### src/include/gmii_pcs_pkg.sv
// Shared constants and types of the GMII PCS port
package gmii_pcs_pkg;
  // Register byte offsets
  localparam logic [7:0] IRQ_STAT_ADDR = 8'h00;
  localparam logic [7:0] IRQ_CLR_ADDR  = 8'h04;
  localparam logic [7:0] IRQ_EN_ADDR   = 8'h08;
  localparam logic [7:0] CTRL_ADDR     = 8'h0C;
  localparam logic [7:0] AEMPTY_ADDR   = 8'h10;
  localparam logic [7:0] AFULL_ADDR    = 8'h14;
  localparam logic [7:0] LEVEL_ADDR    = 8'h18;
  // Control register fields and reset value
  localparam int         CTRL_TX_EN = 0;
  localparam int         CTRL_RX_EN = 1;
  localparam logic [1:0] CTRL_RST   = 2'h3;
  // Event bit positions
  localparam int EV_TX_OVF = 0;
  localparam int EV_RX_OVF = 1;
  localparam int EV_RX_UNF = 2;
  localparam int EV_TX_ERR = 3;
  localparam int EV_W      = 4;
  // Fifo status bit positions
  localparam int STAT_EMPTY  = 3;
  localparam int STAT_AEMPTY = 2;
  localparam int STAT_FULL   = 1;
  localparam int STAT_AFULL  = 0;
  // Threshold reset values
  localparam logic [3:0] AEMPTY_RST = 4'h2;
  localparam logic [3:0] AFULL_RST  = 4'h6;
  // Code characters on the link
  localparam logic [7:0] CHAR_START = 8'hFB;
  localparam logic [7:0] CHAR_TERM  = 8'hFD;
  localparam logic [7:0] CHAR_CARR  = 8'hF7;
  localparam logic [7:0] CHAR_VERR  = 8'hFE;
  // Receive data values
  localparam logic [7:0] RXD_ERR    = 8'h0E;
  localparam logic [7:0] RXD_NOSYNC = 8'hFF;
  localparam logic [7:0] RXD_RESET  = 8'h00;
  localparam logic [7:0] RXD_IDLE   = 8'h00;
  // Transmit framing states
  typedef enum logic [1:0] {
    TX_IDLE = 2'b00,
    TX_LEAD = 2'b01,
    TX_DATA = 2'b10,
    TX_TERM = 2'b11
  } tx_state_type;
endpackage

### src/hdl/gmii_pcs_port.sv
// GMII PCS port: framing, fifos, APB registers, interrupt
//
// Summary of operation
// - Receive valid marks data and start character
// - Receive error forces data to 0x0E
// - Data low in reset, high until sync
// - Transmit reset clears transmit logic, fifo
// - Start character inserted during enable lead
// - Enable fall inserts T then R
// - Transmit error substitutes /V/ symbol
// - Transmit data sampled at clock falling edge
// - Transmit fifo status: empty, aempty, full, afull
// - Receive fifo status, same bit layout
// - Receive reset clears receive logic, fifo
`timescale 1ns/1ps
module gmii_pcs_port #(
  parameter int PTR_W    = 3,
  parameter int LINK_DIV = 4
) (
  // Clock and reset
  input  wire logic       CLOCK_I,
  input  wire logic       RESET_I,
  // APB slave
  input  wire logic       PSEL_I,
  input  wire logic       PENABLE_I,
  input  wire logic       PWRITE_I,
  input  wire logic [7:0] PADDR_I,
  input  wire logic [31:0] PWDATA_I,
  output logic [31:0]     PRDATA_O,
  output logic            PREADY_O,
  output logic            PSLVERR_O,
  output logic            IRQ_O,
  // GMII transmit from the MAC
  input  wire logic       TX_CLK_I,
  input  wire logic       TX_RESET_N_I,
  input  wire logic       TX_EN_I,
  input  wire logic       TX_ER_I,
  input  wire logic [7:0] TX_DATA_I,
  output logic [3:0]      TX_FIFO_STATUS_O,
  // GMII receive to the MAC
  input  wire logic       RX_CLK_I,
  input  wire logic       RX_RESET_N_I,
  output logic [7:0]      RX_DATA_O,
  output logic            RX_DV_O,
  output logic            RX_ER_O,
  output logic [3:0]      RX_FIFO_STATUS_O,
  // Serial link side
  output logic [7:0]      LINK_TX_DATA_O,
  output logic            LINK_TX_CTRL_O,
  output logic            LINK_TX_VALID_O,
  input  wire logic [7:0] LINK_RX_DATA_I,
  input  wire logic       LINK_RX_CTRL_I,
  input  wire logic       LINK_RX_VALID_I,
  input  wire logic       LINK_SYNC_I
);
  localparam int         CW     = PTR_W + 1;
  localparam logic [PTR_W:0] DEPTH_C = {1'b1, {PTR_W{1'b0}}};
  localparam logic [PTR_W:0] ZERO_C  = '0;

  // Synchroniser stages for pin inputs
  logic [13:0] pin_in;
  logic [13:0] s1_ff;
  logic [13:0] s2_ff;
  logic        txc3_ff;   // Delayed tx clock level
  logic        rxc3_ff;   // Delayed rx clock level
  // Decoded synchronised inputs
  logic        tx_fall;
  logic        rx_rise;
  logic        tx_rst;
  logic        rx_rst;
  logic        tx_en_s;
  logic        tx_er_s;
  logic [7:0]  tx_d_s;

  assign pin_in = {TX_CLK_I, TX_RESET_N_I, TX_EN_I, TX_ER_I,
                   TX_DATA_I, RX_CLK_I, RX_RESET_N_I};

  // Two-stage sync, plus one stage for edge finding
  always_ff @(posedge CLOCK_I) begin
    s1_ff   <= pin_in;
    s2_ff   <= s1_ff;
    txc3_ff <= s2_ff[13];
    rxc3_ff <= s2_ff[1];
  end

  // MAC launches on rising edge; mid-period fall sees settled data
  assign tx_fall = ~s2_ff[13] & txc3_ff;
  assign rx_rise = s2_ff[1] & ~rxc3_ff;
  assign tx_rst  = RESET_I | ~s2_ff[12];
  assign rx_rst  = RESET_I | ~s2_ff[0];
  assign tx_en_s = s2_ff[11];
  assign tx_er_s = s2_ff[10];
  assign tx_d_s  = s2_ff[9:2];

  // Link pacing divider
  logic [7:0] div_ff;
  logic [7:0] nxt_div;
  logic       div_tick;

  // Divider next value
  always_comb begin
    nxt_div = div_ff + 8'h01;
    if (RESET_I || div_ff == 8'(LINK_DIV - 1)) begin
      nxt_div = 8'h00;
    end
  end
  assign div_tick = (div_ff == 8'h00);

  // Divider register
  always_ff @(posedge CLOCK_I) begin
    div_ff <= nxt_div;
  end

  // Register file state
  logic [gmii_pcs_pkg::EV_W-1:0] irq_st_ff;
  logic [gmii_pcs_pkg::EV_W-1:0] nxt_irq_st;
  logic [gmii_pcs_pkg::EV_W-1:0] irq_en_ff;
  logic [gmii_pcs_pkg::EV_W-1:0] nxt_irq_en;
  logic [1:0]      ctrl_ff;
  logic [1:0]      nxt_ctrl;
  logic [PTR_W:0]  ae_ff;       // Almost-empty level
  logic [PTR_W:0]  nxt_ae;
  logic [PTR_W:0]  af_ff;       // Almost-full level
  logic [PTR_W:0]  nxt_af;
  logic [gmii_pcs_pkg::EV_W-1:0] events;  // One-cycle event pulses
  // APB answer state
  logic [31:0]     nxt_prdata;
  logic            nxt_pready;
  logic            nxt_pslverr;
  logic            nxt_irq;

  // Transmit state
  gmii_pcs_pkg::tx_state_type tx_st_ff;
  gmii_pcs_pkg::tx_state_type nxt_tx_st;
  logic [8:0]      tx_mem [2**PTR_W];  // {ctrl, byte}
  logic [PTR_W-1:0] tx_wp_ff;
  logic [PTR_W-1:0] nxt_tx_wp;
  logic [PTR_W-1:0] tx_rp_ff;
  logic [PTR_W-1:0] nxt_tx_rp;
  logic [PTR_W:0]  tx_cnt_ff;
  logic [PTR_W:0]  nxt_tx_cnt;
  logic            tx_push;
  logic [8:0]      tx_pdat;
  logic            tx_wr;
  logic            tx_pop;
  logic            tx_full;
  logic [8:0]      nxt_ltx;
  logic            nxt_ltx_valid;
  logic [3:0]      nxt_tx_stat;

  // Receive state
  logic [8:0]      rx_mem [2**PTR_W];
  logic [PTR_W-1:0] rx_wp_ff;
  logic [PTR_W-1:0] nxt_rx_wp;
  logic [PTR_W-1:0] rx_rp_ff;
  logic [PTR_W-1:0] nxt_rx_rp;
  logic [PTR_W:0]  rx_cnt_ff;
  logic [PTR_W:0]  nxt_rx_cnt;
  logic            rx_wr;
  logic            rx_pop;
  logic [8:0]      rx_head;
  logic [7:0]      nxt_rxd;
  logic            nxt_rxdv;
  logic            nxt_rxer;
  logic [3:0]      nxt_rx_stat;

  // Fill-level status word from count and thresholds
  function automatic logic [3:0] fifo_stat(input logic [PTR_W:0] cnt,
                                           input logic [PTR_W:0] ae,
                                           input logic [PTR_W:0] af);
    logic [3:0] s;
    s = 4'h0;
    s[gmii_pcs_pkg::STAT_EMPTY]  = (cnt == ZERO_C);
    s[gmii_pcs_pkg::STAT_AEMPTY] = (cnt <= ae);
    s[gmii_pcs_pkg::STAT_FULL]   = (cnt == DEPTH_C);
    s[gmii_pcs_pkg::STAT_AFULL]  = (cnt >= af);
    return s;
  endfunction

  // Transmit framing, fifo write and link drain
  always_comb begin
    nxt_tx_st = tx_st_ff;
    tx_push   = 1'b0;
    tx_pdat   = 9'h000;
    if (tx_fall) begin
      unique case (tx_st_ff)
        gmii_pcs_pkg::TX_IDLE: begin
          // First lead cycle carries the start character
          if (tx_en_s) begin
            tx_push   = 1'b1;
            tx_pdat   = {1'b1, gmii_pcs_pkg::CHAR_START};
            nxt_tx_st = gmii_pcs_pkg::TX_LEAD;
          end
        end
        gmii_pcs_pkg::TX_LEAD: begin
          // Second lead cycle: data not yet valid
          nxt_tx_st = gmii_pcs_pkg::TX_DATA;
        end
        gmii_pcs_pkg::TX_DATA: begin
          if (tx_en_s) begin
            tx_push = 1'b1;
            // Error symbol replaces the byte
            tx_pdat = tx_er_s ? {1'b1, gmii_pcs_pkg::CHAR_VERR}
                              : {1'b0, tx_d_s};
          end else begin
            // Enable fell: terminate
            tx_push   = 1'b1;
            tx_pdat   = {1'b1, gmii_pcs_pkg::CHAR_TERM};
            nxt_tx_st = gmii_pcs_pkg::TX_TERM;
          end
        end
        gmii_pcs_pkg::TX_TERM: begin
          // Carrier-extend follows terminate
          tx_push   = 1'b1;
          tx_pdat   = {1'b1, gmii_pcs_pkg::CHAR_CARR};
          nxt_tx_st = gmii_pcs_pkg::TX_IDLE;
        end
      endcase
    end
    tx_full = (tx_cnt_ff == DEPTH_C);
    tx_wr   = tx_push & ~tx_full;
    tx_pop  = div_tick & ctrl_ff[gmii_pcs_pkg::CTRL_TX_EN] & (tx_cnt_ff != ZERO_C);
    nxt_tx_wp  = tx_wr ? tx_wp_ff + 1'b1 : tx_wp_ff;
    nxt_tx_rp  = tx_pop ? tx_rp_ff + 1'b1 : tx_rp_ff;
    nxt_tx_cnt = tx_cnt_ff;
    if (tx_wr && !tx_pop) begin
      nxt_tx_cnt = tx_cnt_ff + 1'b1;
    end else if (tx_pop && !tx_wr) begin
      nxt_tx_cnt = tx_cnt_ff - 1'b1;
    end
    nxt_ltx_valid = tx_pop;
    nxt_ltx = tx_pop ? tx_mem[tx_rp_ff] : {LINK_TX_CTRL_O, LINK_TX_DATA_O};
    // Transmit reset clears framing and fifo
    if (tx_rst) begin
      nxt_tx_st     = gmii_pcs_pkg::TX_IDLE;
      nxt_tx_wp     = '0;
      nxt_tx_rp     = '0;
      nxt_tx_cnt    = '0;
      nxt_ltx_valid = 1'b0;
      nxt_ltx       = 9'h000;
    end
    nxt_tx_stat = fifo_stat(nxt_tx_cnt, ae_ff, af_ff);
  end

  // Transmit registers and fifo storage
  always_ff @(posedge CLOCK_I) begin
    tx_st_ff         <= nxt_tx_st;
    tx_wp_ff         <= nxt_tx_wp;
    tx_rp_ff         <= nxt_tx_rp;
    tx_cnt_ff        <= nxt_tx_cnt;
    LINK_TX_VALID_O  <= nxt_ltx_valid;
    LINK_TX_CTRL_O   <= nxt_ltx[8];
    LINK_TX_DATA_O   <= nxt_ltx[7:0];
    TX_FIFO_STATUS_O <= nxt_tx_stat;
    if (tx_wr) begin
      tx_mem[tx_wp_ff] <= tx_pdat;
    end
  end

  // Receive fifo fill from link and GMII decode
  always_comb begin
    rx_wr   = LINK_RX_VALID_I & ctrl_ff[gmii_pcs_pkg::CTRL_RX_EN] & (rx_cnt_ff != DEPTH_C);
    rx_head = rx_mem[rx_rp_ff];
    rx_pop  = 1'b0;
    nxt_rxd  = RX_DATA_O;
    nxt_rxdv = RX_DV_O;
    nxt_rxer = RX_ER_O;
    // Data, valid and error outputs move only on receive clock edges and in receive reset
    if (rx_rise) begin
      if (!LINK_SYNC_I) begin
        // No frame sync: all data bits high
        nxt_rxd  = gmii_pcs_pkg::RXD_NOSYNC;
        nxt_rxdv = 1'b0;
        nxt_rxer = 1'b0;
      end else if (rx_cnt_ff == ZERO_C) begin
        nxt_rxd  = gmii_pcs_pkg::RXD_IDLE;
        nxt_rxdv = 1'b0;
        nxt_rxer = 1'b0;
      end else begin
        rx_pop   = 1'b1;
        nxt_rxer = 1'b0;
        nxt_rxd  = rx_head[7:0];
        nxt_rxdv = 1'b1;
        if (rx_head[8] && rx_head[7:0] == gmii_pcs_pkg::CHAR_VERR) begin
          // Error symbol: fixed data, keep packet open
          nxt_rxer = 1'b1;
          nxt_rxd  = gmii_pcs_pkg::RXD_ERR;
          nxt_rxdv = RX_DV_O;
        end else if (rx_head[8] && rx_head[7:0] != gmii_pcs_pkg::CHAR_START) begin
          // Terminate, extend, idle codes end valid
          nxt_rxd  = gmii_pcs_pkg::RXD_IDLE;
          nxt_rxdv = 1'b0;
        end
      end
    end
    nxt_rx_wp  = rx_wr ? rx_wp_ff + 1'b1 : rx_wp_ff;
    nxt_rx_rp  = rx_pop ? rx_rp_ff + 1'b1 : rx_rp_ff;
    nxt_rx_cnt = rx_cnt_ff;
    if (rx_wr && !rx_pop) begin
      nxt_rx_cnt = rx_cnt_ff + 1'b1;
    end else if (rx_pop && !rx_wr) begin
      nxt_rx_cnt = rx_cnt_ff - 1'b1;
    end
    // Receive reset: outputs low, fifo cleared
    if (rx_rst) begin
      nxt_rxd    = gmii_pcs_pkg::RXD_RESET;
      nxt_rxdv   = 1'b0;
      nxt_rxer   = 1'b0;
      nxt_rx_wp  = '0;
      nxt_rx_rp  = '0;
      nxt_rx_cnt = '0;
    end
    nxt_rx_stat = fifo_stat(nxt_rx_cnt, ae_ff, af_ff);
  end

  // Receive registers and fifo storage
  always_ff @(posedge CLOCK_I) begin
    rx_wp_ff         <= nxt_rx_wp;
    rx_rp_ff         <= nxt_rx_rp;
    rx_cnt_ff        <= nxt_rx_cnt;
    RX_DATA_O        <= nxt_rxd;
    RX_DV_O          <= nxt_rxdv;
    RX_ER_O          <= nxt_rxer;
    RX_FIFO_STATUS_O <= nxt_rx_stat;
    if (rx_wr) begin
      rx_mem[rx_wp_ff] <= {LINK_RX_CTRL_I, LINK_RX_DATA_I};
    end
  end

  // Event pulses into the sticky status
  always_comb begin
    events            = '0;
    events[gmii_pcs_pkg::EV_TX_OVF] = tx_push & tx_full & ~tx_rst;
    events[gmii_pcs_pkg::EV_RX_OVF] = LINK_RX_VALID_I & ctrl_ff[gmii_pcs_pkg::CTRL_RX_EN]
                                      & ~rx_wr & ~rx_rst;
    events[gmii_pcs_pkg::EV_RX_UNF] = rx_rise & LINK_SYNC_I & RX_DV_O & ~rx_rst
                                      & (rx_cnt_ff == ZERO_C);
    events[gmii_pcs_pkg::EV_TX_ERR] = tx_fall & ~tx_rst & (tx_st_ff == gmii_pcs_pkg::TX_DATA)
                                      & tx_en_s & tx_er_s;
  end

  // APB decode, register writes and read data
  always_comb begin
    logic setup;
    logic acc;
    logic [gmii_pcs_pkg::EV_W-1:0] clr;
    setup       = PSEL_I & ~PENABLE_I;
    acc         = PSEL_I & PENABLE_I & PREADY_O;
    clr         = '0;
    nxt_irq_en  = irq_en_ff;
    nxt_ctrl    = ctrl_ff;
    nxt_ae      = ae_ff;
    nxt_af      = af_ff;
    nxt_pready  = setup;
    nxt_prdata  = PRDATA_O;
    nxt_pslverr = acc ? 1'b0 : PSLVERR_O;
    // Read data and error latched at setup
    if (setup) begin
      nxt_pslverr = 1'b0;
      nxt_prdata  = 32'h0000_0000;
      unique case (PADDR_I)
        gmii_pcs_pkg::IRQ_STAT_ADDR: nxt_prdata = 32'(irq_st_ff);
        gmii_pcs_pkg::IRQ_CLR_ADDR:  nxt_prdata = 32'h0000_0000;
        gmii_pcs_pkg::IRQ_EN_ADDR:   nxt_prdata = 32'(irq_en_ff);
        gmii_pcs_pkg::CTRL_ADDR:     nxt_prdata = 32'(ctrl_ff);
        gmii_pcs_pkg::AEMPTY_ADDR:   nxt_prdata = 32'(ae_ff);
        gmii_pcs_pkg::AFULL_ADDR:    nxt_prdata = 32'(af_ff);
        gmii_pcs_pkg::LEVEL_ADDR:    nxt_prdata = {8'h00, 8'(rx_cnt_ff), 8'h00, 8'(tx_cnt_ff)};
        default:       nxt_pslverr = 1'b1;
      endcase
    end
    // Writes take effect at the completing edge
    if (acc && PWRITE_I) begin
      unique case (PADDR_I)
        gmii_pcs_pkg::IRQ_CLR_ADDR: clr        = PWDATA_I[gmii_pcs_pkg::EV_W-1:0];
        gmii_pcs_pkg::IRQ_EN_ADDR:  nxt_irq_en = PWDATA_I[gmii_pcs_pkg::EV_W-1:0];
        gmii_pcs_pkg::CTRL_ADDR:    nxt_ctrl   = PWDATA_I[1:0];
        gmii_pcs_pkg::AEMPTY_ADDR:  nxt_ae     = PWDATA_I[PTR_W:0];
        gmii_pcs_pkg::AFULL_ADDR:   nxt_af     = PWDATA_I[PTR_W:0];
        default:      nxt_ctrl   = ctrl_ff;
      endcase
    end
    // New event wins over a clear
    nxt_irq_st = (irq_st_ff & ~clr) | events;
    nxt_irq    = |(irq_st_ff & irq_en_ff);
    if (RESET_I) begin
      nxt_irq_st  = '0;
      nxt_irq_en  = '0;
      nxt_ctrl    = gmii_pcs_pkg::CTRL_RST;
      nxt_ae      = CW'(gmii_pcs_pkg::AEMPTY_RST);
      nxt_af      = CW'(gmii_pcs_pkg::AFULL_RST);
      nxt_pready  = 1'b0;
      nxt_prdata  = 32'h0000_0000;
      nxt_pslverr = 1'b0;
      nxt_irq     = 1'b0;
    end
  end

  // Register file and APB answer registers
  always_ff @(posedge CLOCK_I) begin
    irq_st_ff <= nxt_irq_st;
    irq_en_ff <= nxt_irq_en;
    ctrl_ff   <= nxt_ctrl;
    ae_ff     <= nxt_ae;
    af_ff     <= nxt_af;
    PREADY_O  <= nxt_pready;
    PRDATA_O  <= nxt_prdata;
    PSLVERR_O <= nxt_pslverr;
    IRQ_O     <= nxt_irq;
  end
endmodule

### config.mk
export PLATFORM = sky130hd
export DESIGN_NAME = gmii_pcs_port
export DESIGN_NICKNAME = d
export VERILOG_FILES = /design/src/include/gmii_pcs_pkg.sv /design/src/hdl/gmii_pcs_port.sv
export SDC_FILE = /design/constraint.sdc
export NUM_CORES = 1
export LEC_CHECK = 0
export ABC_AREA = 1
export ABC_CLOCK_PERIOD_IN_PS = 6000
export BUFFER_PORTS_ARGS = -buffer_cell sky130_fd_sc_hd__buf_4
export CORE_MARGIN = 2
export CORE_UTILIZATION = 45
export CTS_BUF_LIST = sky130_fd_sc_hd__clkbuf_8
export CTS_CLUSTER_SIZE = 12
export DETAILED_ROUTE_END_ITERATION = 10
export GPL_ROUTABILITY_DRIVEN = 1
export GPL_TIMING_DRIVEN = 0
export SLEW_MARGIN = 30
export SYNTH_ARGS = -nofsm -noshare
export SYNTH_HDL_FRONTEND = slang
export SYNTH_SLANG_ARGS = --single-unit
### constraint.sdc
create_clock -name CLOCK_I -period 6 [get_ports CLOCK_I]
set_input_delay 1.2 -clock CLOCK_I [delete_from_list [all_inputs] [get_ports CLOCK_I]]
set_output_delay 1.2 -clock CLOCK_I [all_outputs]
set_load 0.05 [all_outputs]
# ---- Word level (Yosys, flattened, before mapping)
# Memories as Yosys holds them, arrays and structs flattened. A register that Yosys moved wholly into a read port is not among the register bits.
# Index checks and enable logic that the tools add are counted.
dict set report totals {
  ramBits 144
  elab_cells 170
  n_memories 2
  inputBits 70
  latch_bits 0
  out_inout_bits 63
  mem_bits_ro 0
  register_bits 132
}
dict set report op_classes {
  n_reduce_logical 29
  magnitude_cmp 4
  n_mux 43
  shift 0
  div_mod_pow 0
  n_eq_ne 19
  n_bitwise 37
  multipliers 0
  addsub 9
}
# memory depth width read_ports rd_ports_with_merged_regs wr line
set memory_table {}
lappend memory_table {rx_mem 8 9 1 1 1 gmii_pcs_port.sv:152} ;# logic [8:0] rx_mem [2**PTR_W];
lappend memory_table {tx_mem 8 9 1 1 1 gmii_pcs_port.sv:135} ;# logic [8:0] tx_mem [2**PTR_W];
# cell count
set ops {}
lappend ops {{$pmux 20 s6} 1}
lappend ops {{$mux 9} 4}
lappend ops {{$mux 4} 8}
lappend ops {{$mux 8} 4}
lappend ops {{$pmux 9 s3} 1}
lappend ops {{$eq 8x5->1 const B} 3}
lappend ops {{$and 1x1->1} 22}
lappend ops {{$mux 1} 19}
lappend ops {{$eq 8x4->1 const B} 2}
lappend ops {{$logic_not 8->1} 2}
lappend ops {{$add 3x1->3 const B} 4}
lappend ops {{$eq 4x4->1 const B} 3}
lappend ops {{$logic_not 4->1} 3}
lappend ops {{$reduce_and 2->1} 5}
lappend ops {{$not 1->1} 9}
lappend ops {{$add 4x1->4 const B} 2}
lappend ops {{$add 8x1->8 const B} 1}
lappend ops {{$and 4x4->4} 2}
lappend ops {{$eq 8x2->1 const B} 1}
lappend ops {{$eq 8x3->1 const B} 1}
lappend ops {{$eq 8x8->1 const B} 1}
lappend ops {{$ge 4x4->1} 2}
lappend ops {{$le 4x4->1} 2}
lappend ops {{$ne 8x8->1 const B} 1}
lappend ops {{23 further kinds} 38}

# ---- Depth between registers and ports, before layout
dict set report logic_depth {
  ltp_word 11
  mapped_depth 19
  ltp_nobuf 19
}

# ---- Worst setup path before layout
# OpenSTA, ideal clock, no wires.
dict set report synth_timing {
  path_type {input to register}
  startpoint {input LINK_SYNC_I}
  endpoint {register RX_FIFO_STATUS_O[2]}
  arrival_time_ps 2692
  required_time_ps 5879
  setup_ps 121
  slack_ps 3187
  path_stages 15
  path_cell_list {nand2_1 nor2_2 inv_1 nand2_1 inv_1 nand2_1 o21ai_0 o21ai_1 a21o_1 inv_1 ha_1 nand2_1 o21bai_1 nand2_1 o21ai_0}
}
dict set report synth_between {
  elab_chain_len 7
  elab_cells_between_ends 9
  cone_classes {1 x order compare; 5 x mux; 3 x reduce/logical}
}
# item line
set synth_rtl {}
lappend synth_rtl {{from (decl)} gmii_pcs_port.sv:54} ;# input wire logic LINK_SYNC_I
lappend synth_rtl {{$mux 1 *} gmii_pcs_port.sv:270} ;# if (!LINK_SYNC_I) begin
lappend synth_rtl {{$mux 1 *} gmii_pcs_port.sv:269} ;# if (rx_rise) begin
lappend synth_rtl {{$logic_and 1x1->1 or $logic_not 1->1 (tied branches)} {gmii_pcs_port.sv:301, gmii_pcs_port.sv:299}}
lappend synth_rtl {{$mux 4 or $logic_and 1x1->1 (tied branches)} {gmii_pcs_port.sv:301, gmii_pcs_port.sv:299}}
lappend synth_rtl {{$mux 4 *} gmii_pcs_port.sv:299} ;# if (rx_wr && !rx_pop) begin
lappend synth_rtl {{$mux 4 *} gmii_pcs_port.sv:305} ;# if (rx_rst) begin
lappend synth_rtl {{net nxt_rx_cnt[2]} gmii_pcs_port.sv:158} ;# logic [PTR_W:0] nxt_rx_cnt;
lappend synth_rtl {{$le 4x4->1 *} gmii_pcs_port.sv:174} ;# s[gmii_pcs_pkg::STAT_AEMPTY] = (cnt <= ae);
lappend synth_rtl {{net nxt_rx_stat[2]} gmii_pcs_port.sv:165} ;# logic [3:0] nxt_rx_stat;
lappend synth_rtl {{to (signal assigned)} gmii_pcs_port.sv:324} ;# RX_FIFO_STATUS_O <= nxt_rx_stat;
lappend synth_rtl {{to (decl)} gmii_pcs_port.sv:46} ;# output logic [3:0] RX_FIFO_STATUS_O,
# The timed path passes the listed nets; every way through them passes the cells marked *.
# A chain may end at the register's enable or synchronous reset.

# ---- Worst setup path in the final report
dict set report layout_timing {
  startpoint {register rx_cnt_ff[0]}
  endpoint {register RX_FIFO_STATUS_O[2]}
}
dict set report layout_between {
  elab_chain_len 9
  elab_cells_between_ends 16
  cone_classes {2 x add/sub; 1 x order compare; 1 x eq/ne; 6 x mux; 1 x bitwise; 5 x reduce/logical}
}
# item line
set layout_rtl {}
lappend layout_rtl {{from (decl)} gmii_pcs_port.sv:157} ;# logic [PTR_W:0] rx_cnt_ff;
lappend layout_rtl {{from (signal assigned)} gmii_pcs_port.sv:320} ;# rx_cnt_ff <= nxt_rx_cnt;
lappend layout_rtl {{$logic_not 4->1} gmii_pcs_port.sv:275} ;# end else if (rx_cnt_ff == ZERO_C) begin
lappend layout_rtl {{$mux 1} gmii_pcs_port.sv:275}
lappend layout_rtl {{$mux 1} gmii_pcs_port.sv:270}
lappend layout_rtl {{$mux 1} gmii_pcs_port.sv:269}
lappend layout_rtl {{$logic_and 1x1->1 or $logic_not 1->1 (tied branches)} {gmii_pcs_port.sv:301, gmii_pcs_port.sv:299}}
lappend layout_rtl {{$mux 4 or $logic_and 1x1->1 (tied branches)} {gmii_pcs_port.sv:301, gmii_pcs_port.sv:299}}
lappend layout_rtl {{$mux 4 *} gmii_pcs_port.sv:299}
lappend layout_rtl {{$mux 4 *} gmii_pcs_port.sv:305}
lappend layout_rtl {{net nxt_rx_cnt[2]} gmii_pcs_port.sv:158}
lappend layout_rtl {{$le 4x4->1 *} gmii_pcs_port.sv:174}
lappend layout_rtl {{net nxt_rx_stat[2]} gmii_pcs_port.sv:165}
# Marked as above.

==> out/results.txt <==
For the H-tree depth, the log shows 2. The weighted congestion reported at the end of routability-driven placement is 0.844. The final layout contains routed wiring with a total length of 25400 microns. Endpoint type of the worst setup path: a flip-flop. The cell count after synthesis was 1135. Of the total synthesized cell area, the portion taken by full adders, half adders and majority gates is 3.51%.

For the first-pass GRT wire length, the log shows 40300 microns. The clock-pin slew on the worst setup and hold paths is 60 ps. Counting instances, the worst hold path has a depth of 0. After Yosys synthesis, XOR and XNOR cells account for 0.238% of the synthesized area. After synthesis, flip-flops and latches occupy 60.9% of the total area. The mean routed wirelength per cell was 15.4 microns. The tools report the category of the worst setup path launch point as a flip-flop. The run gives 350 MHz as the maximum frequency from static timing analysis. Post-CTS timing repair inserted 0 buffers for setup. The routed layout has 8155 vias. The warning count from the yosys run is 0, and the maximum number of pins on one net before global-route repair is 12. Summing every instance area after synthesis gives 11000 sq um. The tools report the static power due to leakage as 5.49 nW.

Floorplan core area: 24200 sq um. Subtracting the final worst setup slack from the clock period gives 2860 ps. The setup path with the least slack is of type reg -> reg.

Leaving out fill and tap cells, the most frequent cell in the layout is sky130_fd_sc_hd__nand2_1. For the worst-skew pair, the clock arrives at the later sink with an insertion delay of 550 ps. Counting along the longest clock path gives a buffer depth of 3. Overall overflow remaining after global route: 0. TritonCTS built the clock tree.

After the first detailed-routing iteration, the DRC count stood at 478. Initial antenna violation count: 0. Of the available clock period, the critical path in the final layout requires 47.6%.

The path class of the tightest hold or removal check is reg -> reg. The first detailed-routing pass ran for 7 iterations. Of all nets on the critical path, the largest fanout is 9. 133 I/O pins were placed. The actual transition at the worst max-transition pin is 932 ps. Synthesis instantiated 44 different standard cells from the library. In this run the core area contains 57 standard-cell rows. In the routed design, unresolved DRC markers number 0.

After Yosys synthesis, and, or, nand and nor cells account for 16.7% of the synthesized area. The run finished with clean final reports. In the global route stage, overall resource usage came out at 19.7%.

Max-cap violations in this run came to 0. The repair_antennas step left the layout with diodes totalling 0. For the final routed database, the setup TNS stands at 0 ps. The number of endpoints failing setup at the final stage is 0.

The average cell area after synthesis works out to 9.73 sq um. At the end of the flow, the number of nets in the layout was 1386. For this design, the CTS-stage hold fixing added 0 buffers. Of the post-synthesis cell area, the part taken by muxes is 0%. Die outline width: 161 microns. The run gives 0 as the post-cts sizing count. The count of state elements after synthesis was 264. IR analysis of the VDD net gives a maximum drop of 140 uV.

The power density over the cells came out at 295 nW/um^2. The die covers 25800 sq um. The count of nets left with antenna violations once routing finished came out at 0. The worst reg2reg path depth was 17.

For the critical path data arrival time, the log shows 3250 ps. Counting the fill cells in the layout gives 2203. The library cells used most frequently in the layout, excluding fill and tap cells, are 235 x sky130_fd_sc_hd__nand2_1, 149 x sky130_fd_sc_hd__inv_1, 144 x sky130_fd_sc_hd__edfxtp_1, 120 x sky130_fd_sc_hd__dfxtp_1, 108 x sky130_fd_sc_hd__buf_4.

After detailed routing, the number of vias per cell comes to 4.96. The max-slew violation total from the final report was 0; the overall die height was 161 microns. The cell at the root of the clock tree is sky130_fd_sc_hd__clkbuf_8. The clock net sink count was 264. Setup repair after global routing left no endpoint under its margin. The area growth from synthesis to layout is 18.1%. Port buffering added 80 buffers. The logs give 0 for the final count of hold timing violations and 3.84 mW for the total chip power.

The share of layout cells above drive strength 1 was 15.6%; the number of buffers created by CTS was 43. Once the floorplan was initialized, standard cells occupied 45.7% of the core. The dominant combinational cell family by area after synthesis is simple AND/OR/NAND/NOR gates.

Measured against its own limit, the worst slew margin works out to 37.7%. The post-DP HPWL was 17600 microns. STA puts the critical path data required time at 6390 ps.

The tools report the worst clock skew on the final layout as 26.1 ps. Via count of the first global-routing pass: 7705. The compound-cell area share of the yosys netlist works out to 10.8%.
==> worst paths after layout <==
check | startpoint | end | slack, ps
worst min-delay path | s1_ff[9] | s2_ff[9] | 320
worst max register to register | rx_cnt_ff[0] | RX_FIFO_STATUS_O[2] | 3140
worst min register to register | s1_ff[9] | s2_ff[9] | 320
worst max-delay path | rx_cnt_ff[0] | RX_FIFO_STATUS_O[2] | 3140
==> flip-flops by register name, indices dropped and copies added (netlist names), 2 cells and up, named ones only <==
name and cells:
ae_ff 4, s2_ff 14, tx_cnt_ff 4, irq_en_ff 4, tx_st_ff 2, div_ff 8
irq_st_ff 4, RX_DATA_O 8, af_ff 4, ctrl_ff 2, rx_cnt_ff 4, tx_rp_ff 3
LINK_TX_DATA_O 8, s1_ff 14, TX_FIFO_STATUS_O 4, rx_mem 72, rx_wp_ff 3, rx_rp_ff 3
PRDATA_O 8, RX_FIFO_STATUS_O 4, tx_mem 72, tx_wp_ff 3
==> per-layer routing <==
metal  track usage (%)  wire length (microns)  vias up
li1                  -                      -     4101
met1              27.7                  11700     3771
met2              31.3                  11700      234
met3              3.25                   1400       49
met4              6.51                    574        0
met5                 0                      0        -
==> logic make-up after synthesis <==
| family | after synthesis |
|---|---|
| simple gates | 434 |
| compound gates | 210 |
| buf+inv | 192 |
| other cells | 1 |
| xor+xnor | 3 |
| flops | 264 |
| fa+ha+maj | 31 |
==> cells in the mapped netlist, drive strengths merged <==
| master | count | area share (%) |
|---|---|---|
| o21bai | 2 | 0.14 |
| conb | 1 | 0.034 |
| dfxtp | 120 | 22 |
| o31ai | 1 | 0.068 |
| ha | 31 | 3.5 |
| clkbuf | 18 | 0.61 |
| a41oi | 3 | 0.24 |
| nand3b | 3 | 0.20 |
| a31oi | 3 | 0.17 |
| a21oi | 70 | 3.2 |
| edfxtp | 144 | 39 |
| inv | 132 | 4.5 |
| o221ai | 20 | 1.6 |
| clkinv | 1 | 0.034 |
| o21ai | 95 | 4.3 |
| o21a | 1 | 0.068 |
| buf | 41 | 2.6 |
| a21o | 1 | 0.068 |
| nor4 | 2 | 0.11 |
| nor3 | 14 | 0.73 |
| nand4 | 11 | 0.62 |
| o22ai | 2 | 0.11 |
| nand2 | 237 | 8.1 |
| o211ai | 6 | 0.41 |
| nor3b | 3 | 0.20 |
| a211oi | 3 | 0.20 |
| xor2 | 3 | 0.24 |
| nand3 | 61 | 2.9 |
| a221oi | 1 | 0.079 |
| o211a | 1 | 0.091 |
| a32o | 1 | 0.091 |
| nor2 | 103 | 3.8 |
==> power breakdown <==
group          switching (mW)  internal (mW)  leakage (nW)
sequential             0.0189           1.94          2.30
clock                   0.691          0.852         0.505
combinational           0.235         0.0998          2.68
==> per-stage QoR <==
step / setup WS (ps) / hold slack [ps] / std cells / utilization (%) / area (sq um)
detailed placement: 2680 / 312 / 1563 / 50.3 / 12200
CTS: 3150 / 322 / 1643 / 53.9 / 13000
finish: 3140 / 322 / 1644 / 53.9 / 13000
global route: 2840 / 334 / 1644 / 53.9 / 13000
floorplan: 3190 / 310 / 1158 / - / 11100
global placement: 2710 / 311 / 1562 / 50.2 / 12100
==> critical path, stage by stage, from the launching register on <==
cell	delay (ps)
sky130_fd_sc_hd__dfxtp_1	360
sky130_fd_sc_hd__inv_1	80
sky130_fd_sc_hd__ha_1	170
sky130_fd_sc_hd__inv_1	60
sky130_fd_sc_hd__nor3_1	460
sky130_fd_sc_hd__nor2_2	180
sky130_fd_sc_hd__inv_1	120
sky130_fd_sc_hd__nand2_1	100
sky130_fd_sc_hd__inv_1	100
sky130_fd_sc_hd__nand2_1	60
sky130_fd_sc_hd__o21ai_0	100
sky130_fd_sc_hd__a21o_1	210
sky130_fd_sc_hd__inv_1	100
sky130_fd_sc_hd__ha_1	270
sky130_fd_sc_hd__nand2_1	50
sky130_fd_sc_hd__o21bai_1	140
sky130_fd_sc_hd__nand2_1	50
sky130_fd_sc_hd__o21ai_0	100
==> final cells by class <==
class | count | area, sq um | share of cell area [%]
clock inverter | 33 | 218 | 1.67
clock buffer | 47 | 647 | 4.96
sequential | 264 | 6730 | 51.6
inverter | 133 | 499 | 3.83
multi-input combinational | 702 | 3580 | 27.4
buffer | 59 | 358 | 2.74
tap | 324 | 405 | 3.11
timing repair buffer | 82 | 613 | 4.70
Power figures use the tool's default switching activity.
